**src/inc/adc_fmt_pkg.sv**
```systemverilog
// constants, types and helpers shared by the converter output formatter
package adc_fmt_pkg;

  // sample widths
  localparam int CODE_W  = 8;
  localparam int RAW_W   = 9;

  // quantizer level limits (two's complement) and output codes
  localparam logic [RAW_W-1:0]  RAW_FULL_SCALE  = 9'h07F;
  localparam logic [RAW_W-1:0]  RAW_ZERO_SCALE  = 9'h180;
  localparam logic [CODE_W-1:0] CODE_FULL_SCALE = 8'hFF;
  localparam logic [CODE_W-1:0] CODE_ZERO_SCALE = 8'h00;
  localparam logic [CODE_W-1:0] CODE_SIGN_FLIP  = 8'h80;
  localparam logic [CODE_W-1:0] CODE_AUX_OFF    = 8'hFF;

  // pipeline depth between conversion and output stage; six stages put the
  // half-rate ports 7 and 8 cycles behind their samples, 7.5/8.5 at mid-strobe
  localparam int PIPE_DEPTH = 6;

  // divider phases
  localparam int               PHASE_W        = 2;
  localparam logic [PHASE_W-1:0] PHASE_CAPTURE  = 2'h0;
  localparam logic [PHASE_W-1:0] PHASE_HALF_UPD = 2'h1;
  localparam logic [PHASE_W-1:0] PHASE_QUAR_UPD = 2'h2;

  // register byte offsets
  localparam int               ADDR_W      = 4;
  localparam logic [ADDR_W-1:0] ADDR_CTRL   = 4'h0;
  localparam logic [ADDR_W-1:0] ADDR_STATE  = 4'h4;
  localparam logic [ADDR_W-1:0] ADDR_STATUS = 4'h8;
  localparam logic [ADDR_W-1:0] ADDR_MASK   = 4'hC;

  // field positions
  localparam int CTRL_PHASE_RST = 0;
  localparam int EVT_OVERRANGE  = 0;
  localparam int EVT_MODE_CHG   = 1;
  localparam int EVT_W          = 2;
  localparam int STATE_MODE_LSB = 0;
  localparam int STATE_POWER    = 2;
  localparam int STATE_PHASE_LSB = 4;

  // reset values
  localparam logic [EVT_W-1:0] EVT_RESET = 2'h0;

  typedef enum logic [1:0] {
    single_rate_mode,
    half_rate_mode,
    quarter_rate_mode
  } rate_mode_e;

  typedef struct packed {
    logic              over;
    logic [CODE_W-1:0] code;
  } sample_s;

  localparam sample_s SAMPLE_RESET = '{over: 1'b0, code: 8'h00};

  // mode from the two strap-like control pins
  function automatic rate_mode_e decode_mode(input logic split_en, input logic rate_sel);
    if (!split_en) begin
      return single_rate_mode;
    end
    return rate_sel ? quarter_rate_mode : half_rate_mode;
  endfunction

endpackage

```
**src/adc_output_demux_formatter.sv**
```systemverilog
// output demux and formatter of the 8-bit converter with register slave
// What this block does
// - every output sample is an unsigned offset-binary code
// - split-output enable high turns the 1:2 demux on, low turns it off
// - with demux on, rate select low gives half rate, high quarter rate
// - single rate: sample on primary port, same on auxiliary one cycle later
// - both auxiliary power inputs low: auxiliary true and complement held high
// - half rate: each port delivers words at half the sample rate
// - half rate: both ports update together, older sample on auxiliary
// - quarter rate: every second sample dropped, each port at quarter rate
// - half and quarter rate: overrange flag if either port sample overranged
// - single rate: overrange flag follows the primary port sample only
// - zero input gives a midscale code toggling 01111111 and 10000000
// - code 11111111 at full scale, 00000000 at zero scale, saturating beyond
// - half rate: auxiliary data lags 8.5 cycles, primary 7.5 cycles
// - divider phase starts at capture after reset; a phase reset forces it back to capture
`timescale 1ns/10ps
`default_nettype none
module adc_output_demux_formatter
  import adc_fmt_pkg::*;
(
  input  wire logic              clk_sys,
  input  wire logic              reset_n,
  // quantizer level, two's complement, one per clock
  input  wire logic [RAW_W-1:0]  raw_level,
  // control pins
  input  wire logic              split_output_enable,
  input  wire logic              rate_select,
  input  wire logic              second_port_power_a,
  input  wire logic              second_port_power_b,
  // output ports
  output logic [CODE_W-1:0]      primary_data,
  output logic [CODE_W-1:0]      aux_data,
  output logic [CODE_W-1:0]      aux_data_n,
  output logic                   overrange,
  output logic                   output_strobe_clock,
  output logic                   irq,
  // classic wishbone slave
  input  wire logic [ADDR_W-1:0] wb_adr_i,
  input  wire logic [31:0]       wb_dat_i,
  input  wire logic [3:0]        wb_sel_i,
  input  wire logic              wb_we_i,
  input  wire logic              wb_cyc_i,
  input  wire logic              wb_stb_i,
  output logic [31:0]            wb_dat_o,
  output logic                   wb_ack_o
);

  ////////////////////////////////////////////////////////////////////////////
  // pin synchronisers

  logic [3:0] pin_meta_q;
  logic [3:0] pin_sync_q;

  // two flops; only the second is read by logic
  always_ff @(posedge clk_sys or negedge reset_n) begin
    if (!reset_n) begin
      pin_meta_q <= 4'h0;
      pin_sync_q <= 4'h0;
    end else begin
      pin_meta_q <= {second_port_power_b, second_port_power_a, rate_select,
                     split_output_enable};
      pin_sync_q <= pin_meta_q;
    end
  end

  rate_mode_e mode;
  logic       aux_powered;

  assign mode        = decode_mode(pin_sync_q[0], pin_sync_q[1]);
  // either power input high keeps the drivers alive
  assign aux_powered = pin_sync_q[2] | pin_sync_q[3];

  ////////////////////////////////////////////////////////////////////////////
  // conversion stage

  sample_s conv_d;
  sample_s conv_q;

  // clamp to the code range and flip the sign bit
  always_comb begin
    conv_d = SAMPLE_RESET;
    if ($signed(raw_level) >= $signed(RAW_FULL_SCALE)) begin
      conv_d.code = CODE_FULL_SCALE;
      conv_d.over = 1'b1;
    end else if ($signed(raw_level) <= $signed(RAW_ZERO_SCALE)) begin
      conv_d.code = CODE_ZERO_SCALE;
    end else begin
      // levels -1 and 0 land on 7F and 80 around zero input
      conv_d.code = raw_level[CODE_W-1:0] ^ CODE_SIGN_FLIP;
    end
  end

  always_ff @(posedge clk_sys or negedge reset_n) begin
    if (!reset_n) begin
      conv_q <= SAMPLE_RESET;
    end else begin
      conv_q <= conv_d;
    end
  end

  // delay sized so the half-rate port latency comes out right
  sample_s piped;

  sample_delay_line #(
    .DEPTH (PIPE_DEPTH)
  ) u_delay (
    .clk_sys  (clk_sys),
    .reset_n  (reset_n),
    .data_in  (conv_q),
    .data_out (piped)
  );

  ////////////////////////////////////////////////////////////////////////////
  // divider phase and demux

  logic [PHASE_W-1:0] phase_d;
  logic [PHASE_W-1:0] phase_q;
  sample_s            hold_d;
  sample_s            hold_q;
  sample_s            prim_d;
  sample_s            prim_q;
  sample_s            aux_d;
  sample_s            aux_q;
  logic               over_d;
  logic               over_q;
  logic               strobe_d;
  logic               strobe_q;
  logic [CODE_W-1:0]  aux_pin_d;
  logic [CODE_W-1:0]  aux_pin_q;
  logic [CODE_W-1:0]  aux_pin_n_d;
  logic [CODE_W-1:0]  aux_pin_n_q;
  rate_mode_e         mode_q;
  logic               update;
  logic               phase_rst;

  always_comb begin
    phase_d  = phase_q;
    hold_d   = hold_q;
    prim_d   = prim_q;
    aux_d    = aux_q;
    over_d   = over_q;
    strobe_d = strobe_q;
    update   = 1'b0;
    unique case (mode)
      single_rate_mode: begin
        phase_d  = PHASE_CAPTURE;
        update   = 1'b1;
        prim_d   = piped;
        aux_d    = prim_q;
        over_d   = piped.over;
        strobe_d = ~strobe_q; // both edges mark new data
      end
      half_rate_mode: begin
        // only phases 0 and 1; a leftover phase 2 or 3 folds back
        phase_d  = {1'b0, ~phase_q[0]};
        update   = (phase_q == PHASE_HALF_UPD);
        strobe_d = update;
        if (phase_q == PHASE_CAPTURE) begin
          hold_d = piped;
        end
        if (update) begin
          prim_d = piped;
          aux_d  = hold_q;
          over_d = piped.over | hold_q.over;
        end
      end
      quarter_rate_mode: begin
        phase_d  = phase_q + 2'h1;
        update   = (phase_q == PHASE_QUAR_UPD);
        strobe_d = phase_q[1]; // high two cycles from the update
        // phases 1 and 3 are the dropped samples
        if (phase_q == PHASE_CAPTURE) begin
          hold_d = piped;
        end
        if (update) begin
          prim_d = piped;
          aux_d  = hold_q;
          over_d = piped.over | hold_q.over;
        end
      end
      default: begin
        phase_d = PHASE_CAPTURE;
      end
    endcase
    // software phase reset wins over the free-running count
    if (phase_rst) begin
      phase_d = PHASE_CAPTURE;
    end
    // unpowered auxiliary drivers pull both legs high
    aux_pin_d   = aux_powered ? aux_d.code : CODE_AUX_OFF;
    aux_pin_n_d = aux_powered ? ~aux_d.code : CODE_AUX_OFF;
  end

  always_ff @(posedge clk_sys or negedge reset_n) begin
    if (!reset_n) begin
      phase_q     <= PHASE_CAPTURE;
      hold_q      <= SAMPLE_RESET;
      prim_q      <= SAMPLE_RESET;
      aux_q       <= SAMPLE_RESET;
      over_q      <= 1'b0;
      strobe_q    <= 1'b0;
      aux_pin_q   <= CODE_AUX_OFF;
      aux_pin_n_q <= CODE_AUX_OFF;
      mode_q      <= single_rate_mode;
    end else begin
      phase_q     <= phase_d;
      hold_q      <= hold_d;
      prim_q      <= prim_d;
      aux_q       <= aux_d;
      over_q      <= over_d;
      strobe_q    <= strobe_d;
      aux_pin_q   <= aux_pin_d;
      aux_pin_n_q <= aux_pin_n_d;
      mode_q      <= mode;
    end
  end

  assign primary_data        = prim_q.code;
  assign aux_data            = aux_pin_q;
  assign aux_data_n          = aux_pin_n_q;
  assign overrange           = over_q;
  assign output_strobe_clock = strobe_q;

  ////////////////////////////////////////////////////////////////////////////
  // wishbone slave, status and interrupt

  logic [EVT_W-1:0] status_d;
  logic [EVT_W-1:0] status_q;
  logic [EVT_W-1:0] mask_d;
  logic [EVT_W-1:0] mask_q;
  logic [EVT_W-1:0] events;
  logic [31:0]      rdata_d;
  logic [31:0]      rdata_q;
  logic             ack_d;
  logic             ack_q;
  logic             irq_d;
  logic             irq_q;
  logic             req;
  logic             wr_lo;

  // one request per strobe; ack drops the cycle after it is given
  assign req   = wb_cyc_i & wb_stb_i & ~ack_q;
  assign wr_lo = req & wb_we_i & wb_sel_i[0];
  // phase reset is a write strobe, it does not stick
  assign phase_rst = wr_lo & (wb_adr_i == ADDR_CTRL) & wb_dat_i[CTRL_PHASE_RST];

  assign events[EVT_OVERRANGE] = update & over_d;
  assign events[EVT_MODE_CHG]  = (mode != mode_q);

  always_comb begin
    status_d = status_q;
    mask_d   = mask_q;
    rdata_d  = rdata_q;
    if (wr_lo && wb_adr_i == ADDR_STATUS) begin
      status_d = status_q & ~wb_dat_i[EVT_W-1:0];
    end
    if (wr_lo && wb_adr_i == ADDR_MASK) begin
      mask_d = wb_dat_i[EVT_W-1:0];
    end
    // a new event beats a clear in the same cycle
    status_d = status_d | events;
    if (req && !wb_we_i) begin
      unique case (wb_adr_i)
        ADDR_STATE: begin
          rdata_d = '0;
          rdata_d[STATE_MODE_LSB +: 2]        = mode;
          rdata_d[STATE_POWER]                = aux_powered;
          rdata_d[STATE_PHASE_LSB +: PHASE_W] = phase_q;
        end
        ADDR_STATUS: rdata_d = {{(32-EVT_W){1'b0}}, status_q};
        ADDR_MASK:   rdata_d = {{(32-EVT_W){1'b0}}, mask_q};
        default:     rdata_d = '0; // control and unmapped read zero
      endcase
    end
    ack_d = req;
    irq_d = |(status_d & mask_d);
  end

  always_ff @(posedge clk_sys or negedge reset_n) begin
    if (!reset_n) begin
      status_q <= EVT_RESET;
      mask_q   <= EVT_RESET;
      rdata_q  <= 32'h0000_0000;
      ack_q    <= 1'b0;
      irq_q    <= 1'b0;
    end else begin
      status_q <= status_d;
      mask_q   <= mask_d;
      rdata_q  <= rdata_d;
      ack_q    <= ack_d;
      irq_q    <= irq_d;
    end
  end

  assign wb_dat_o = rdata_q;
  assign wb_ack_o = ack_q;
  assign irq      = irq_q;

endmodule
`default_nettype wire

```
**src/sample_delay_line.sv**
```systemverilog
// fixed-depth delay line for converted samples, registered output
`timescale 1ns/10ps
`default_nettype none
module sample_delay_line
  import adc_fmt_pkg::*;
#(
  parameter int DEPTH = PIPE_DEPTH
) (
  input  wire logic    clk_sys,
  input  wire logic    reset_n,
  input  wire sample_s data_in,
  output var sample_s  data_out
);

  sample_s stage_q [DEPTH];
  sample_s stage_d [DEPTH];

  // shift one place per clock
  always_comb begin
    stage_d[0] = data_in;
    for (int i = 1; i < DEPTH; i++) begin
      stage_d[i] = stage_q[i-1];
    end
  end

  always_ff @(posedge clk_sys or negedge reset_n) begin
    if (!reset_n) begin
      for (int i = 0; i < DEPTH; i++) begin
        stage_q[i] <= SAMPLE_RESET;
      end
    end else begin
      stage_q <= stage_d;
    end
  end

  assign data_out = stage_q[DEPTH-1];

endmodule
`default_nettype wire

```
**config.mk**
```make
export PLATFORM = sky130hd
export DESIGN_NAME = adc_output_demux_formatter
export DESIGN_NICKNAME = d
export VERILOG_FILES = /design/src/inc/adc_fmt_pkg.sv /design/src/adc_output_demux_formatter.sv /design/src/sample_delay_line.sv
export SDC_FILE = /design/constraint.sdc
export NUM_CORES = 1
export LEC_CHECK = 0
export ABC_AREA = 1
export BUFFER_PORTS_ARGS = -buffer_cell sky130_fd_sc_hd__buf_2
export CAP_MARGIN = 20
export CORE_MARGIN = 1.5
export CORE_UTILIZATION = 45
export CTS_CLUSTER_DIAMETER = 50
export DETAILED_ROUTE_END_ITERATION = 7
export PLACE_DENSITY = 0.72
export SLEW_MARGIN = 5
export SYNTH_ARGS = -nofsm -noshare
export SYNTH_HDL_FRONTEND = slang
export SYNTH_HIERARCHICAL = 1
export SYNTH_SLANG_ARGS = --single-unit
```
**constraint.sdc**
```tcl
create_clock -name clk_sys -period 1.26 [get_ports clk_sys]
set_input_delay 0.063 -clock clk_sys [delete_from_list [all_inputs] [get_ports clk_sys]]
set_output_delay 0.063 -clock clk_sys [all_outputs]
set_load 0.02 [all_outputs]
```
==> impl_metrics.toml <==
[status]
status = "finished with violations"
violations = "setup timing"

[cells_and_area]
utilization_pct = 61.6
num-nets-final = 541
multiInputGateArea_um2 = 1130
antennaDiodeCount = 0
regArea_um2 = 3250
fillCellCount = 749
layout-drive-gt1-share_pct = 32.9
area_delta_synth_final_pct = 32.7

[placement]
routabilityCongestion = 0.816
detailed_place_hpwl_mm = 4.79
pre_cts_slack_ns = -0.0997
io_buffers = 57

[sta]
max_freq_ghz = 0.754
post-route-period-util_pct = 105
rsz0062_at_grt = "true"
period_minus_slack_ns = 1.33
setup_viol = 23
worst_slew_pin_slew_ns = 0.515
drv_slew = 0
finClkSkew_ns = 0.0129
slew_headroom_pct = 65.6
hold_viol_final = 0
setup_ws_ns = -0.0663

[synthesis]
synth_area_leaders = "dfrtp_1 62%, dfstp_2 9.3%, nand2_1 7.8%, buf_4 4.5%, o21ai_0 2.2%"
synth_top_area_share_pct = 62.3
ys_ff_latch = 129
synthArstFlopShare_pct = 100
synth_seq_area_share_pct = 71.6
yosysMostFrequentCell = "dfrtp_1"
synth_area_um2 = 4540
syn_inst = 367
synth_common_cells = "113 x dfrtp_1, 94 x nand2_1, 27 x buf_4"
synth.lib_cells_used.distinct = 30
synth_edf_count = 0
syn_avg_cell_area_um2 = 12.4
yosys.area.top_type = "dfrtp_1"
yosysWarnings = 6
ys.flop_type = "dfrtp_1"

[critical_path]
critical_path.slowest_cell = "dfrtp_1"
reg2reg_depth = 9
crit_path_max_fanout = 10
cpMostUsedCell = "nand2_4"
critPathArrivalTime_ns = 1.74
r2r_end = "aux_data_n[2]"
worstSetupEndpointType = "register"
regToRegSetupSlack_ns = -0.07
reg2reg_from = "phase_q[0]"
cpPeakStageDelay_ns = 0.37
path_class = "register to register"
path_cells = "inv_2 -> ha_2 -> nand2_4 -> nand2_8 -> nor2_8 -> buf_12 -> nand2_4 -> nand3_4 -> nand2_2"
startpoint_type = "register"
crit_required_ns = 1.68

[routing]
post_drt_wl_per_cell_um = 12.8
drc = 0
routed_wl_mm = 8.03
num_vias = 2861
dr.first_iter.drc_count = 87
drt_first_pass_iters = 6
avgViaCountPerCell = 4.57
postRouteAntennaNets = 0

[clocking]
cts_buffer_depth = 2
clk_pin_slew_ns = 0.06
insertion_delay_ns = 0.51
h-tree-depth = 4
cts_tree = "yes"
cts_root_buf = "clkbuf_8"
cts_sinks = 129
cts_buffers = 17

[grt]
grt_use_met1_pct = 18.9
busiest_layer = "met2"
met3_usage_pct = 5.11
grt_max_degree = 41
antenna_found_initial = 0
met2_usage_pct = 27.8
grt_usage_pct = 16.4
grt_pass1_vias = 2862
grt_pass1_wl_mm = 12.9
grt_overflow = 0

[floorplanning]
rows = 36
dieWidth_um = 103
core_area_um2 = 9770
die_y_um = 103
dieArea_um2 = 10700
initial_core_util_pct = 46.4
num_io_pins = 118

[pwr]
p_leak_nw = 3.00
power_density_nw_per_um2 = 1730
peakVddDrop_uv = 828

[job]
maxCapViolCount = 0

[min_path]
hold_path_class = "input pin to asynchronous set/reset pin"
## cell families after synthesis
logic type               after synthesis  share of synthesized area, %
multiplexers                           1                         0.248
other                                  1                        0.0826
AO/OA/AOI/OAI                         21                          2.40
XOR/XNOR                               2                         0.386
AND/OR/NAND/NOR                      154                          16.9
buffers and inverters                 56                          7.61
flip-flops                           129                          71.6
adder cells (fa/ha/maj)                3                         0.827
## timing repair
item | in CTS | in global routing
hold endpoints to repair | 145 | 0
setup endpoints to repair | 32 | 63
setup buffers | 0 | 2
cloned | 1 | 1
resized for setup | 15 | 43
hold buffers | 22 | 0
pin swaps | 3 | 5
## worst max-delay path, delay by kind of cell, from the launching register on
family / cells / cell delay, ns
buf+inv: 2 / 0.21
flops: 1 / 0.37
fa+ha+maj: 1 / 0.19
simple gates: 6 / 0.48
## metal layers
metal | vias up | share of wire (%)
met2 | 95 | 55
li1 | 1345 | -
met3 | 8 | 4.7
met4 | 0 | 0.59
met1 | 1413 | 40
met5 | - | 0
## area by class of cell
type | count | area share, %
clock inverters | 13 | 2.10
inverters | 24 | 1.50
multi-input cells | 209 | 18.8
clock buffers | 19 | 7.17
well taps | 133 | 2.76
repair buffers | 99 | 13.8
flip-flops and latches | 129 | 53.9
## cell usage in the layout, fill, tap and decap left out, types with 3 or more instances in the layout
cell type	netlist	layout
buf_6	1	18
clkinv_4	0	5
nand2_1	94	89
nor2_1	10	8
nand2_4	5	6
o21ai_0	20	16
nor3_1	4	4
inv_1	22	21
nand3_1	19	14
nand3_2	0	5
nand2_2	4	8
dlygate4sd3_1	0	22
nand3_4	3	3
buf_2	0	40
buf_4	27	14
nand4_1	9	9
dfrtp_1	113	113
dfstp_2	16	16
buf_12	1	3
inv_6	0	4
inv_2	2	3
clkbuf_16	0	17
conb_1	1	27
## how the worst max path moves through the flow
stage	startpoint	end	slack (ns)	depth (start not counted)
4_1_cts	phase_q[0]	aux_data_n[2]	-0.06	9
3_5_place_dp	phase_q[0]	aux_data_n[2]	-0.1	9
5_1_grt	phase_q[0]	aux_data_n[2]	-0.15	9
6_report	phase_q[0]	aux_data_n[2]	-0.07	9
3_3_place_gp	phase_q[0]	aux_data_n[1]	-0.05	9
2_1_floorplan	phase_q[0]	aux_data_n[1]	-0.001	9
## state kept, by name, summed over array words and instances (netlist names)
signal and flops:
aux_data 8, aux_data_n 8, aux_q 8, conv_q 9, hold_q 9, irq 1
mask_q 2, mode_q 2, output_strobe_clock 1, overrange 1, phase_q 2, pin_meta_q 4
pin_sync_q 4, primary_data 8, status_q 2, u_delay/data_out 9, u_delay/stage_d 45, wb_ack_o 1
wb_dat_o 5
## power by group
part / switching (mW) / internal, mW / total, mW / leakage, nW
registers: 0.172 / 4.59 / 4.76 / 1.52
logic: 0.694 / 0.482 / 1.18 / 1.21
clock network: 1.76 / 2.69 / 4.46 / 0.274
## stage by stage
step / hold WS (ns) / instance area, um^2 / power (mW) / instances / TNS, ns
after floorplan: -0.233 / 4640 / 5.44 / 393 / -0.00293
after global placement: 0.0314 / 5010 / 5.72 / 568 / -0.290
after detailed placement: 0.0358 / 5010 / 5.78 / 568 / -1.24
after CTS: 0.0383 / 5840 / 10.4 / 623 / -0.609
after global routing: 0.0506 / 6020 / 10.9 / 626 / -2.72
final: 0.0490 / 6020 / 10.4 / 626 / -0.580
No activity file was read; power rests on OpenSTA's default activity.
